File: src/pkg/sdr_defs.vh
// Purpose: Shared constants of the converter control register bank
// Assumes: Serial register addresses are 16-bit words sent before the 16-bit data
// Notes: Included by its bare name
`ifndef SDR_DEFS_VH
`define SDR_DEFS_VH

`define SDR_ADDR_CONTROL 16'h0001
`define SDR_ADDR_SCALE 16'h0004
`define SDR_ADDR_THRESH 16'h0005

`define SDR_CTRL_RESET 16'h0000
`define SDR_SCALE_RESET 16'hA000
`define SDR_THRESH_RESET 16'hCCCC
`define SDR_SCALE_UNITY 16'h8000

`define SDR_BIT_RD_THRESH 14
`define SDR_BIT_RD_SCALE 13
`define SDR_BIT_RD_STATUS 11
`define SDR_BIT_SYNC 9
`define SDR_BIT_BYPASS 7
`define SDR_BIT_SLEEP 3
`define SDR_BIT_LOW_POWER_INDICATOR 2
`define SDR_BIT_REFOFF 1
`define SDR_BIT_AMPOFF 0

// Control bits that hold a value; the rest read back as zero
`define SDR_CTRL_KEEP 16'h008F

`define SDR_FRAME_BITS 6'h20
`define SDR_START_CYCLES 2'h2
`define SDR_FULL_RUN 3'h4

`endif

File: src/logic/sdr_regs.v
// Purpose: Start-up sequencing, control, status, scale and threshold registers
// Assumes: Serial clock comes from outside and is sampled by CLK; filter datapath outside
// Notes: Writes are one 16-bit address plus one 16-bit data word per frame
//
// Behaviour
// Host holds reset for at least one master clock cycle.
// Host waits two master clock cycles after reset before proceeding.
// Host holds the alignment pin low at least four master clock periods.
// Host never pulses alignment during a register write.
// Without multi-device alignment the host keeps the alignment pin high.
// Defaults apply after start-up; settled flag set once filter settling elapses.
// A write is address then 16-bit data; scale and threshold accessible after start-up.
// Control register is 16 bits at address 0x0001, resetting to 0x0000.
// Bits 14, 13, 11 replace next read with threshold, scale, status.
// Bits 14 to 11 and bit 9 clear themselves after taking effect.
// Host sets at most one read-select bit per control write.
// The chosen read-select bit decides the next output frame contents.
// Writing bit 9 starts internal filter alignment.
// Bit 7 bypasses the reference buffer only while the buffer is off.
// Bit 3 powers down without reset; writing 0 restores operation.
// Host writes bit 2 as one while in low power mode.
// Bit 1 switches off reference buffer, bit 0 the input amplifier.
// Status: settled 10, low power 9, overload 8, refoff 4, ampoff 3, ratio 1:0.
// Scale at 0x0004 resets to 0xA000; 0x8000 is unity gain.
// Threshold at 0x0005, reset 0xCCCC, compared to first stage before scaling.
// Overload set at once after more than four consecutive full-reference samples.
// Frame input sampled on falling serial edges; first data bit on next falling edge.
// Power-down keeps all register contents.
`timescale 1ns/100ps
`default_nettype none
`include "sdr_defs.vh"

module sdr_regs #(
  parameter SETTLE_CONV = 8,
  parameter [0:0] PART_ID_BIT = 1'b0
) (
  input wire CLK,
  input wire RST,
  input wire SYNC_N,
  input wire SERIAL_CLOCK,
  input wire FRAME_IN_STROBE_N,
  input wire SERIAL_IN,
  output reg SERIAL_OUT,
  output reg FRAME_OUT_STROBE_N,
  input wire [1:0] DECIMATION_RATIO,
  input wire [23:0] CONV_DATA,
  input wire CONV_VALID,
  input wire [15:0] FIRST_STAGE_MAG,
  input wire FIRST_STAGE_VALID,
  input wire MOD_SAMPLE_VALID,
  input wire MOD_AT_FULL,
  output wire [15:0] OUTPUT_SCALE,
  output wire [15:0] OVERLOAD_THRESHOLD,
  output wire SLEEP,
  output wire REF_BUF_OFF,
  output wire INPUT_INPUT_AMP_DISABLE,
  output wire REF_BYPASS,
  output reg FILTER_ALIGN,
  output wire SETTLED
);

  // Pin synchronisers, two stages each; PART_ID_BIT value is arbitrary
  reg [1:0] sck_s;
  reg [1:0] fsi_s;
  reg [1:0] sdi_s;
  reg [1:0] sync_s;
  reg [1:0] dec_s0;
  reg [1:0] dec_s1;
  reg sck_d;
  reg sync_d;
  wire sck_fall;
  wire sck_rise;
  wire sync_fall;

  always @(posedge CLK or posedge RST) begin
    if (RST) begin
      sck_s <= 2'h0;
      fsi_s <= 2'h3;
      sdi_s <= 2'h0;
      sync_s <= 2'h3;
      dec_s0 <= 2'h0;
      dec_s1 <= 2'h0;
      sck_d <= 1'b0;
      sync_d <= 1'b1;
    end else begin
      sck_s <= {sck_s[0], SERIAL_CLOCK};
      fsi_s <= {fsi_s[0], FRAME_IN_STROBE_N};
      sdi_s <= {sdi_s[0], SERIAL_IN};
      sync_s <= {sync_s[0], SYNC_N};
      dec_s0 <= DECIMATION_RATIO;
      dec_s1 <= dec_s0;
      sck_d <= sck_s[1];
      sync_d <= sync_s[1];
    end
  end

  assign sck_fall = sck_d & ~sck_s[1];
  assign sck_rise = ~sck_d & sck_s[1];
  assign sync_fall = sync_d & ~sync_s[1];

  // Start-up: registers locked for two cycles after reset release
  reg [1:0] start_cnt;
  wire started;
  assign started = (start_cnt == `SDR_START_CYCLES);

  always @(posedge CLK or posedge RST) begin
    if (RST) begin
      start_cnt <= 2'h0;
    end else if (!started) begin
      start_cnt <= start_cnt + 2'h1;
    end
  end

  // Serial write receiver
  reg in_write;
  reg armed;
  reg [5:0] wr_cnt;
  reg [31:0] wr_shift;
  reg wr_commit;
  wire [31:0] wr_word;
  assign wr_word = {wr_shift[30:0], sdi_s[1]};

  always @(posedge CLK or posedge RST) begin
    if (RST) begin
      in_write <= 1'b0;
      armed <= 1'b1;
      wr_cnt <= 6'h00;
      wr_shift <= 32'h00000000;
      wr_commit <= 1'b0;
    end else begin
      wr_commit <= 1'b0;
      if (fsi_s[1]) begin
        armed <= 1'b1;
      end
      if (sck_fall) begin
        // frame check on falling edge
        if (!in_write && armed && !fsi_s[1]) begin
          in_write <= 1'b1;
          armed <= 1'b0;
          wr_cnt <= 6'h00;
        end else if (in_write) begin
          wr_shift <= wr_word;
          if (wr_cnt == `SDR_FRAME_BITS - 6'h01) begin
            in_write <= 1'b0;
            wr_commit <= 1'b1;
          end else begin
            wr_cnt <= wr_cnt + 6'h01;
          end
        end
      end
    end
  end

  // Registers
  reg [15:0] ctrl;
  reg [15:0] scale;
  reg [15:0] thresh;
  reg [1:0] rd_sel;
  reg overload;
  reg settled;
  reg [15:0] settle_cnt;
  reg [2:0] full_run;
  wire wr_ok;
  wire [15:0] wr_addr;
  wire [15:0] wr_data;
  wire ctrl_wr;
  wire sync_req;
  wire frame_start;
  wire [15:0] status;

  assign wr_ok = wr_commit & started;
  assign wr_addr = wr_shift[31:16];
  assign wr_data = wr_shift[15:0];
  assign ctrl_wr = wr_ok && (wr_addr == `SDR_ADDR_CONTROL);
  // bit 9 or pin starts alignment
  assign sync_req = (ctrl_wr && wr_data[`SDR_BIT_SYNC]) || sync_fall;

  // control register
  always @(posedge CLK or posedge RST) begin
    if (RST) begin
      ctrl <= `SDR_CTRL_RESET;
      scale <= `SDR_SCALE_RESET;
      thresh <= `SDR_THRESH_RESET;
    end else if (wr_ok) begin
      // write after start-up
      case (wr_addr)
        `SDR_ADDR_CONTROL: begin
          // select and sync bits not stored
          ctrl <= wr_data & `SDR_CTRL_KEEP;
        end
        `SDR_ADDR_SCALE: begin
          // scale, unity is 0x8000
          scale <= wr_data;
        end
        `SDR_ADDR_THRESH: begin
          // threshold register
          thresh <= wr_data;
        end
        default: begin
          ctrl <= ctrl;
        end
      endcase
    end
  end

  // Read select, 0 conversion, 1 threshold, 2 scale, 3 status
  always @(posedge CLK or posedge RST) begin
    if (RST) begin
      rd_sel <= 2'h0;
    end else if (ctrl_wr && (wr_data[`SDR_BIT_RD_THRESH] || wr_data[`SDR_BIT_RD_SCALE] ||
                             wr_data[`SDR_BIT_RD_STATUS])) begin
      // pick replacement; highest bit wins
      if (wr_data[`SDR_BIT_RD_THRESH]) begin
        rd_sel <= 2'h1;
      end else if (wr_data[`SDR_BIT_RD_SCALE]) begin
        rd_sel <= 2'h2;
      end else begin
        rd_sel <= 2'h3;
      end
    end else if (frame_start) begin
      // cleared once used
      rd_sel <= 2'h0;
    end
  end

  always @(posedge CLK or posedge RST) begin
    if (RST) begin
      FILTER_ALIGN <= 1'b0;
    end else begin
      // one-cycle alignment pulse
      FILTER_ALIGN <= sync_req;
    end
  end

  // settled after SETTLE_CONV conversions since reset or alignment
  always @(posedge CLK or posedge RST) begin
    if (RST) begin
      settle_cnt <= 16'h0000;
      settled <= 1'b0;
    end else if (sync_req) begin
      settle_cnt <= 16'h0000;
      settled <= 1'b0;
    end else if (CONV_VALID && !settled) begin
      if (settle_cnt == SETTLE_CONV[15:0] - 16'h0001) begin
        settled <= 1'b1;
      end else begin
        settle_cnt <= settle_cnt + 16'h0001;
      end
    end
  end

  // Overload flag follows each first-stage sample; a new trip wins over clearing
  wire run_trip;
  assign run_trip = MOD_SAMPLE_VALID && MOD_AT_FULL && (full_run == `SDR_FULL_RUN);

  always @(posedge CLK or posedge RST) begin
    if (RST) begin
      full_run <= 3'h0;
      overload <= 1'b0;
    end else begin
      if (MOD_SAMPLE_VALID) begin
        if (!MOD_AT_FULL) begin
          full_run <= 3'h0;
        end else if (full_run != `SDR_FULL_RUN) begin
          full_run <= full_run + 3'h1;
        end
      end
      // fifth full sample trips at once
      if (run_trip) begin
        overload <= 1'b1;
      end else if (FIRST_STAGE_VALID) begin
        // compare before scaling
        overload <= (FIRST_STAGE_MAG > thresh);
      end
    end
  end

  // status word layout
  assign status = {PART_ID_BIT, 1'b1, 2'h0, 1'b1, settled, ctrl[`SDR_BIT_LOW_POWER_INDICATOR], overload,
                   1'b0, 1'b1, 1'b0, ctrl[`SDR_BIT_REFOFF], ctrl[`SDR_BIT_AMPOFF], 1'b0,
                   dec_s1};

  // Output framer; a write frame overrides any read in progress
  reg out_pend;
  reg out_active;
  reg [5:0] out_cnt;
  reg [31:0] out_shift;
  reg [31:0] conv_word;
  reg [31:0] sel_word;

  assign frame_start = out_pend && sck_rise && !out_active && !in_write && !SLEEP;

  always @* begin
    conv_word = {CONV_DATA, status[15:8]};
    // selection decides frame contents
    case (rd_sel)
      2'h1: sel_word = {thresh, 16'h0000};
      2'h2: sel_word = {scale, 16'h0000};
      2'h3: sel_word = {status, 16'h0000};
      default: sel_word = out_shift;
    endcase
  end

  always @(posedge CLK or posedge RST) begin
    if (RST) begin
      out_pend <= 1'b0;
      out_active <= 1'b0;
      out_cnt <= 6'h00;
      out_shift <= 32'h00000000;
      SERIAL_OUT <= 1'b0;
      FRAME_OUT_STROBE_N <= 1'b1;
    end else if (in_write || SLEEP) begin
      out_active <= 1'b0;
      out_pend <= 1'b0;
      FRAME_OUT_STROBE_N <= 1'b1;
      SERIAL_OUT <= 1'b0;
    end else begin
      if (CONV_VALID) begin
        out_pend <= 1'b1;
        out_shift <= conv_word;
      end
      if (frame_start) begin
        // replacement word loaded at frame start
        out_pend <= 1'b0;
        out_active <= 1'b1;
        out_cnt <= 6'h00;
        SERIAL_OUT <= sel_word[31];
        out_shift <= {sel_word[30:0], 1'b0};
        FRAME_OUT_STROBE_N <= 1'b0;
      end else if (out_active && sck_rise) begin
        if (out_cnt == `SDR_FRAME_BITS - 6'h01) begin
          out_active <= 1'b0;
          FRAME_OUT_STROBE_N <= 1'b1;
          SERIAL_OUT <= 1'b0;
        end else begin
          out_cnt <= out_cnt + 6'h01;
          SERIAL_OUT <= out_shift[31];
          out_shift <= {out_shift[30:0], 1'b0};
        end
      end
    end
  end

  // sleep gates only outputs, registers kept
  // sleep bit
  assign SLEEP = ctrl[`SDR_BIT_SLEEP];
  // buffer and amplifier off
  assign REF_BUF_OFF = ctrl[`SDR_BIT_REFOFF];
  assign INPUT_INPUT_AMP_DISABLE = ctrl[`SDR_BIT_AMPOFF];
  // bypass only with buffer off
  assign REF_BYPASS = ctrl[`SDR_BIT_BYPASS] & ctrl[`SDR_BIT_REFOFF];
  // scale applied by datapath
  assign OUTPUT_SCALE = scale;
  assign OVERLOAD_THRESHOLD = thresh;
  assign SETTLED = settled;

endmodule
`default_nettype wire

File: config.mk
export PLATFORM = sky130hd
export DESIGN_NAME = sdr_regs
export DESIGN_NICKNAME = d
export VERILOG_FILES = /design/src/logic/sdr_regs.v
export VERILOG_INCLUDE_DIRS = /design/src /design/src/pkg
export SDC_FILE = /design/constraint.sdc
export NUM_CORES = 1
export LEC_CHECK = 0
export ABC_AREA = 1
export BUFFER_PORTS_ARGS = -buffer_cell sky130_fd_sc_hd__buf_2
export CAP_MARGIN = 5
export CELL_PAD_IN_SITES_DETAIL_PLACEMENT = 1
export CELL_PAD_IN_SITES_GLOBAL_PLACEMENT = 1
export CORE_MARGIN = 8
export CORE_UTILIZATION = 35
export DETAILED_ROUTE_END_ITERATION = 6
export GPL_TIMING_DRIVEN = 0
export PLACE_DENSITY_LB_ADDON = 0.1
export SLEW_MARGIN = 5
export SYNTH_ARGS = -nofsm -noshare
export SYNTH_HDL_FRONTEND = slang
export SYNTH_SLANG_ARGS = --single-unit
File: constraint.sdc
create_clock -name CLK -period 6.94 [get_ports CLK]
set_clock_uncertainty 0.2 [all_clocks]
set_input_delay 1.041 -clock CLK [delete_from_list [all_inputs] [get_ports CLK]]
set_output_delay 1.041 -clock CLK [all_outputs]
set_load 0.05 [all_outputs]
[After elaboration in Yosys (flattened, before gate mapping)]
Cells that the tools add are included.
Word-level totals
  bits in registers: 160
  input bits: 52
  output and inout bits: 40
  word-level logic and storage cells: 152
Operators by class
  $add $sub $neg: 5
  $lt $le $gt $ge: 1
  equality and inequality tests: 16
  muxes and demuxes: 50
  bitwise gates (word level): 10
  reduce and logical (&&, ||, !) cells: 41
Operator list (count)
  two-way mux 32 bit: 4
  one-hot mux 32 bit (3 select lines): 1
  equality test 16 x 3 -> 1 bit (second input constant): 3
  two-way mux 16 bit: 3
  two-way mux 6 bit: 6
  two-way mux 1 bit: 31
  adder 16 x 1 -> 16 bit (second input constant): 1
  equality test 16 x 1 -> 1 bit (second input constant): 1
  > comparator 16 bit: 1
  AND reduction 2 bit: 7
  logical AND 1 bit: 13
  adder 6 x 1 -> 6 bit (second input constant): 2
  equality test 6 x 5 -> 1 bit (second input constant): 2
  nonzero test 2 bit: 6
  AND reduction 3 bit: 3
  nonzero test 3 bit: 3
  equality test 2 bit (second input constant): 3
  two-way mux 2 bit: 3
  two-way mux 3 bit: 2
  inequality test 2 bit (second input constant): 3
  bitwise AND 1 bit: 5
  logical NOT 1 bit: 5
  inverter 1 bit: 5
  logical OR 1 bit: 4
  6 further kinds: 6

[Depth between registers and ports, before layout]
  depth in word-level cells: 8
  mapped depth: 13

[Worst setup path after synthesis]
Ideal clock, no wire load.
  path kind: reg-to-output
  start point: register ctrl[1]
  end point: output REF_BYPASS
  arrival time: 1055 ps
  data required time: 5699 ps
  slack: 4644 ps
  stages on the path, launching flop included: 3
  cells stage by stage: dfrtp_1 > nand2_1 > inv_1
Between the ends
  cells in the longest elaborated chain, start to end: 1
RTL lines
  start, declared: line sdr_regs.v:155  | reg [15:0] ctrl;
  start signal, assigned: line sdr_regs.v:181  | ctrl <= `SDR_CTRL_RESET;
  start signal, assigned: line sdr_regs.v:189  | ctrl <= wr_data & `SDR_CTRL_KEEP;
  start signal, assigned: line sdr_regs.v:200  | ctrl <= ctrl;
  bitwise AND 1 bit: line sdr_regs.v:351  | assign REF_BYPASS = ctrl[`SDR_BIT_BYPASS] & ctrl[`SDR_BIT_REFOFF];
  end, declared: line sdr_regs.v:57  | output wire REF_BYPASS,
No other way between the ends.

[Final worst setup path]
  start point: register thresh[6] (netlist: OVERLOAD_THRESHOLD[6])
  end point: output OVERLOAD_THRESHOLD[6]
RTL lines
  start, declared: line sdr_regs.v:157  | reg [15:0] thresh;
  start signal, assigned: line sdr_regs.v:183  | thresh <= `SDR_THRESH_RESET;
  start signal, assigned: line sdr_regs.v:197  | thresh <= wr_data;
  end, declared: line sdr_regs.v:53  | output wire [15:0] OVERLOAD_THRESHOLD,
No word-level cell between the ends.

==> impl_summary.log <==
[metrics] result of the run: complete, no violations
[metrics] CP startpoint: OVERLOAD_THRESHOLD[6]
[metrics] total of endpoints with negative setup slack in the final report: 0
[metrics] final count of pins violating max slew: 0
[metrics] number of antenna violations at the first check in global routing: 0
[metrics] cell area after synthesis: slightly above 8000 um2
[metrics] CTS tree: done
[metrics] combinational family with the most area after synthesis: simple AND/OR/NAND/NOR gates
[metrics] core area: between 20000 and 25000 um2
[metrics] count of buffers added by post-CTS timing repair for setup: 0
[metrics] GRT Util Overall: 0.189
[metrics] async set or reset register ratio after synthesis: 1.00
[metrics] Most used DFF post-synth: sky130_fd_sc_hd__dfrtp_1
[metrics] compound-cell area share of the yosys netlist: 0.0918
[metrics] Post-route DRC: 0
[metrics] worst reg2reg setup slack: between 4 and 5 ns
[metrics] vias in the first global route: slightly below 8000
[metrics] Post-Synthesis Mean Instance Area: ~8 um2
[metrics] area enclosed by the die boundary: 28600 um2
[metrics] fraction of the yosys area taken by sequential cells: 0.491
[metrics] upper clock frequency limit: a little under 0.4 GHz
[metrics] CTS buffer count: 17
[metrics] total number of clock tree sinks: 160
[metrics] post-synthesis share of cell area spent on and, or, nand and nor gates: 0.291
[metrics] wire length of the first global-routing pass: approximately 42000 um
[metrics] Finished Layout Cells: about 1500
[metrics] clock-pin transition on the worst setup and hold timing paths: approximately 0.07 ns
[metrics] P per Cell Area: roughly 270 nW/um2
[metrics] Reg-to-Reg End: settle_cnt[2]
[metrics] fraction of the cycle the final worst path needs: 0.368
[metrics] buffer type at the clock tree root: sky130_fd_sc_hd__clkbuf_16
[metrics] DR pass1 iterations: 6
[metrics] Cells after DPL: 1465
[metrics] fraction of final layout cells sized beyond drive strength 1: 0.151
[metrics] final standard cell utilization of the core: 0.416
[metrics] Yosys warnings: 0
[metrics] Post-synth EDFFs: 0
[metrics] total I/O pin count: between 90 and 100
[metrics] CTS resizes: 0
[metrics] gate family responsible for the most delay along the worst path: flip-flops
[metrics] Worst setup endpoint: OVERLOAD_THRESHOLD[6]
[metrics] source-to-sink clock delay at the later pin of the worst-skew pair: approximately 0.44 ns
[metrics] design area: roughly 9700 um2
[metrics] Relative slew margins: 0.532
[metrics] type of element launching the critical path: flip-flop
[metrics] Die Height: around 170 um
[metrics] via count: between 7000 and 8000
[metrics] maximum fanout along the worst path: 4
[metrics] most frequent standard cell in the layout excluding fill and tap cells: sky130_fd_sc_hd__nand2_1
[metrics] hold buffers post-CTS: 0
[metrics] multiplexer fraction of the synthesized cell area: 0
[metrics] Placement Cell Area: 9090 um2
[metrics] leading cell types in the layout, fill and taps excluded: sky130_fd_sc_hd__nand2_1 (299), sky130_fd_sc_hd__dfrtp_1 (143), sky130_fd_sc_hd__inv_1 (131)
[metrics] net count after synthesis: around 1100
[metrics] Routed Wire Length: 26100 um
[metrics] synthesized-area fraction occupied by xor and xnor cells: 0.00748
[metrics] setup ws final: around 4.4 ns
[metrics] required time of the worst setup path: 5.70 ns
[metrics] WP depth: 1
[metrics] antenna-violating nets left: 0
[metrics] minimum clock period after layout: approximately 2.6 ns
[metrics] Remaining Overflow, GRT: 0
[metrics] deepest clock path buffer count: 2
[metrics] Worst Reg-to-Reg Cells: 10
[metrics] vias per cell: around 4.9
[metrics] IR drop worst, VDD: approximately 0.00013 V
[metrics] Static Leak: between 4 and 5 nW
[metrics] chip width: 169 um
[metrics] path class of the lowest-slack min-delay path: reg2reg
[metrics] actual slew at the worst max-slew pin: approximately 0.7 ns
[metrics] HPWL Detailed: about 19000 um
[metrics] crit path cell chain: buf_2
[metrics] Syn-to-layout area delta: 17.9%
[metrics] number of DRC markers in iteration 0: 447
[metrics] maximum single-stage delay on the critical path: between 0.5 and 0.6 ns
[metrics] number of standard cells after synthesis: roughly 1100
[metrics] placement row count: 56
[metrics] R2R Path Start: start_cnt[0]
[metrics] count of unique library cells instantiated by Yosys: 38
[metrics] largest net degree at the start of global routing: between 80 and 90
[metrics] antenna diode count: 0
[metrics] Final Net Count: roughly 1200
[metrics] worst endpoint data arrival time: between 1 and 1.5 ns
[metrics] classification of the worst setup path: reg2out
[metrics] wire per inst: around 17 um
[metrics] critical path endpoint category: primary output
[metrics] setup repair after global routing missed its margin: false
[metrics] final hold violation count: 0
[metrics] cell with the biggest individual delay on the critical path: sky130_fd_sc_hd__dfstp_2
[metrics] flops & latches, synth: 160
[metrics] Buffers on Ports: 91
[metrics] Worst Path Buf+Inv: 1
[metrics] Design Power: roughly 0.0026 W
[metrics] number of max-cap violations: 0
[metrics] last weighted congestion value of the routability-driven placer: about 0.80
[metrics] adder and majority cell fraction of the synthesized area: 0.0336
[metrics] H-tree depth: 4
[metrics] pre-CTS setup slack: 4.34 ns
[metrics] initial core utilization: 0.353
==> cells by family (layout without fill, tap and decap cells) <==
logic type               count (synthesis)  in the layout
buffers and inverters                  173            297
AND/OR/NAND/NOR                        558            558
flip-flops                             160            160
XOR/XNOR                                 7              7
AO/OA/AOI/OAI                          134            134
adder cells (fa/ha/maj)                 22             22
==> metrics by stage <==
stage / setup TNS, ns / hold WS (ns)
final: 0 / 0.155
after global routing: 0 / 0.160
after CTS: 0 / 0.159
after detailed placement: 0 / 0.144
after global placement: -120.25 / 0.133
after floorplan: 0 / 0.131
==> layout make-up <==
cell class / count / area [um2]
Clock buffer: 18 / 439
Fill cell: 2917 / 13600
Inverter: 137 / 522
Timing Repair Buffer: 92 / 483
Clock inverter: 14 / 140
Tap cell: 319 / 399
Multi-Input combinational cell: 721 / 3480
Sequential cell: 160 / 4030
Buffer: 36 / 183
==> where the power goes <==
| part | internal (W) | leakage (nW) | total (W) | switching [W] |
|---|---|---|---|---|
| sequential | 0.00108 | 2.07 | 0.00120 | 0.000120 |
| clock | 0.000488 | 0.280 | 0.000943 | 0.000455 |
| combinational | 0.000161 | 2.49 | 0.000470 | 0.000309 |
==> per-layer routing <==
layer,GRT usage,vias to the layer above,routed length (um)
met3,0.0324,25,718
met5,0,-,0
met1,0.247,3613,12400
li1,-,3624,-
met4,0.0596,0,468
met2,0.316,91,12500
==> worst min-delay path by stage <==
stage / from / endpoint / cells after the start
3_5_place_dp: sck_s[0] / sck_s[1] / 0
2_1_floorplan: dec_s0[0] / dec_s1[0] / 0
5_1_grt: sync_s[0] / sync_s[1] / 0
3_3_place_gp: sdi_s[0] / sdi_s[1] / 0
4_1_cts: fsi_s[0] / fsi_s[1] / 0
6_report: sdi_s[0] / sdi_s[1] / 0
==> flip-flops by register name (all words and copies together), names as in the netlist, 2 cells and up <==
register and flops:
full_run 3, OUTPUT_SCALE 16, rd_sel 2, settle_cnt 16, sync_s 2, fsi_s 2
ctrl 5, sdi_s 2, OVERLOAD_THRESHOLD 16, out_shift 32, dec_s0 2, out_cnt 6
dec_s1 2, wr_cnt 6, start_cnt 2, sck_s 2, wr_shift 32
==> synthesized netlist by cell type (all sizes together) (6+ instances only) <==
| cell type | n | area [um2] |
|---|---|---|
| ha | 22 | 275 |
| inv | 136 | 510 |
| a21oi | 25 | 125 |
| o22ai | 8 | 50.1 |
| nand3 | 86 | 448 |
| nor2 | 116 | 443 |
| nand2 | 305 | 1160 |
| xor2 | 6 | 52.6 |
| o21ai | 73 | 365 |
| dfstp | 17 | 447 |
| o211ai | 17 | 128 |
| clkbuf | 15 | 56.3 |
| nand4 | 42 | 263 |
| dfrtp | 143 | 3580 |
| buf | 21 | 126 |
Note: power is estimated with default switching activity, not from simulation.
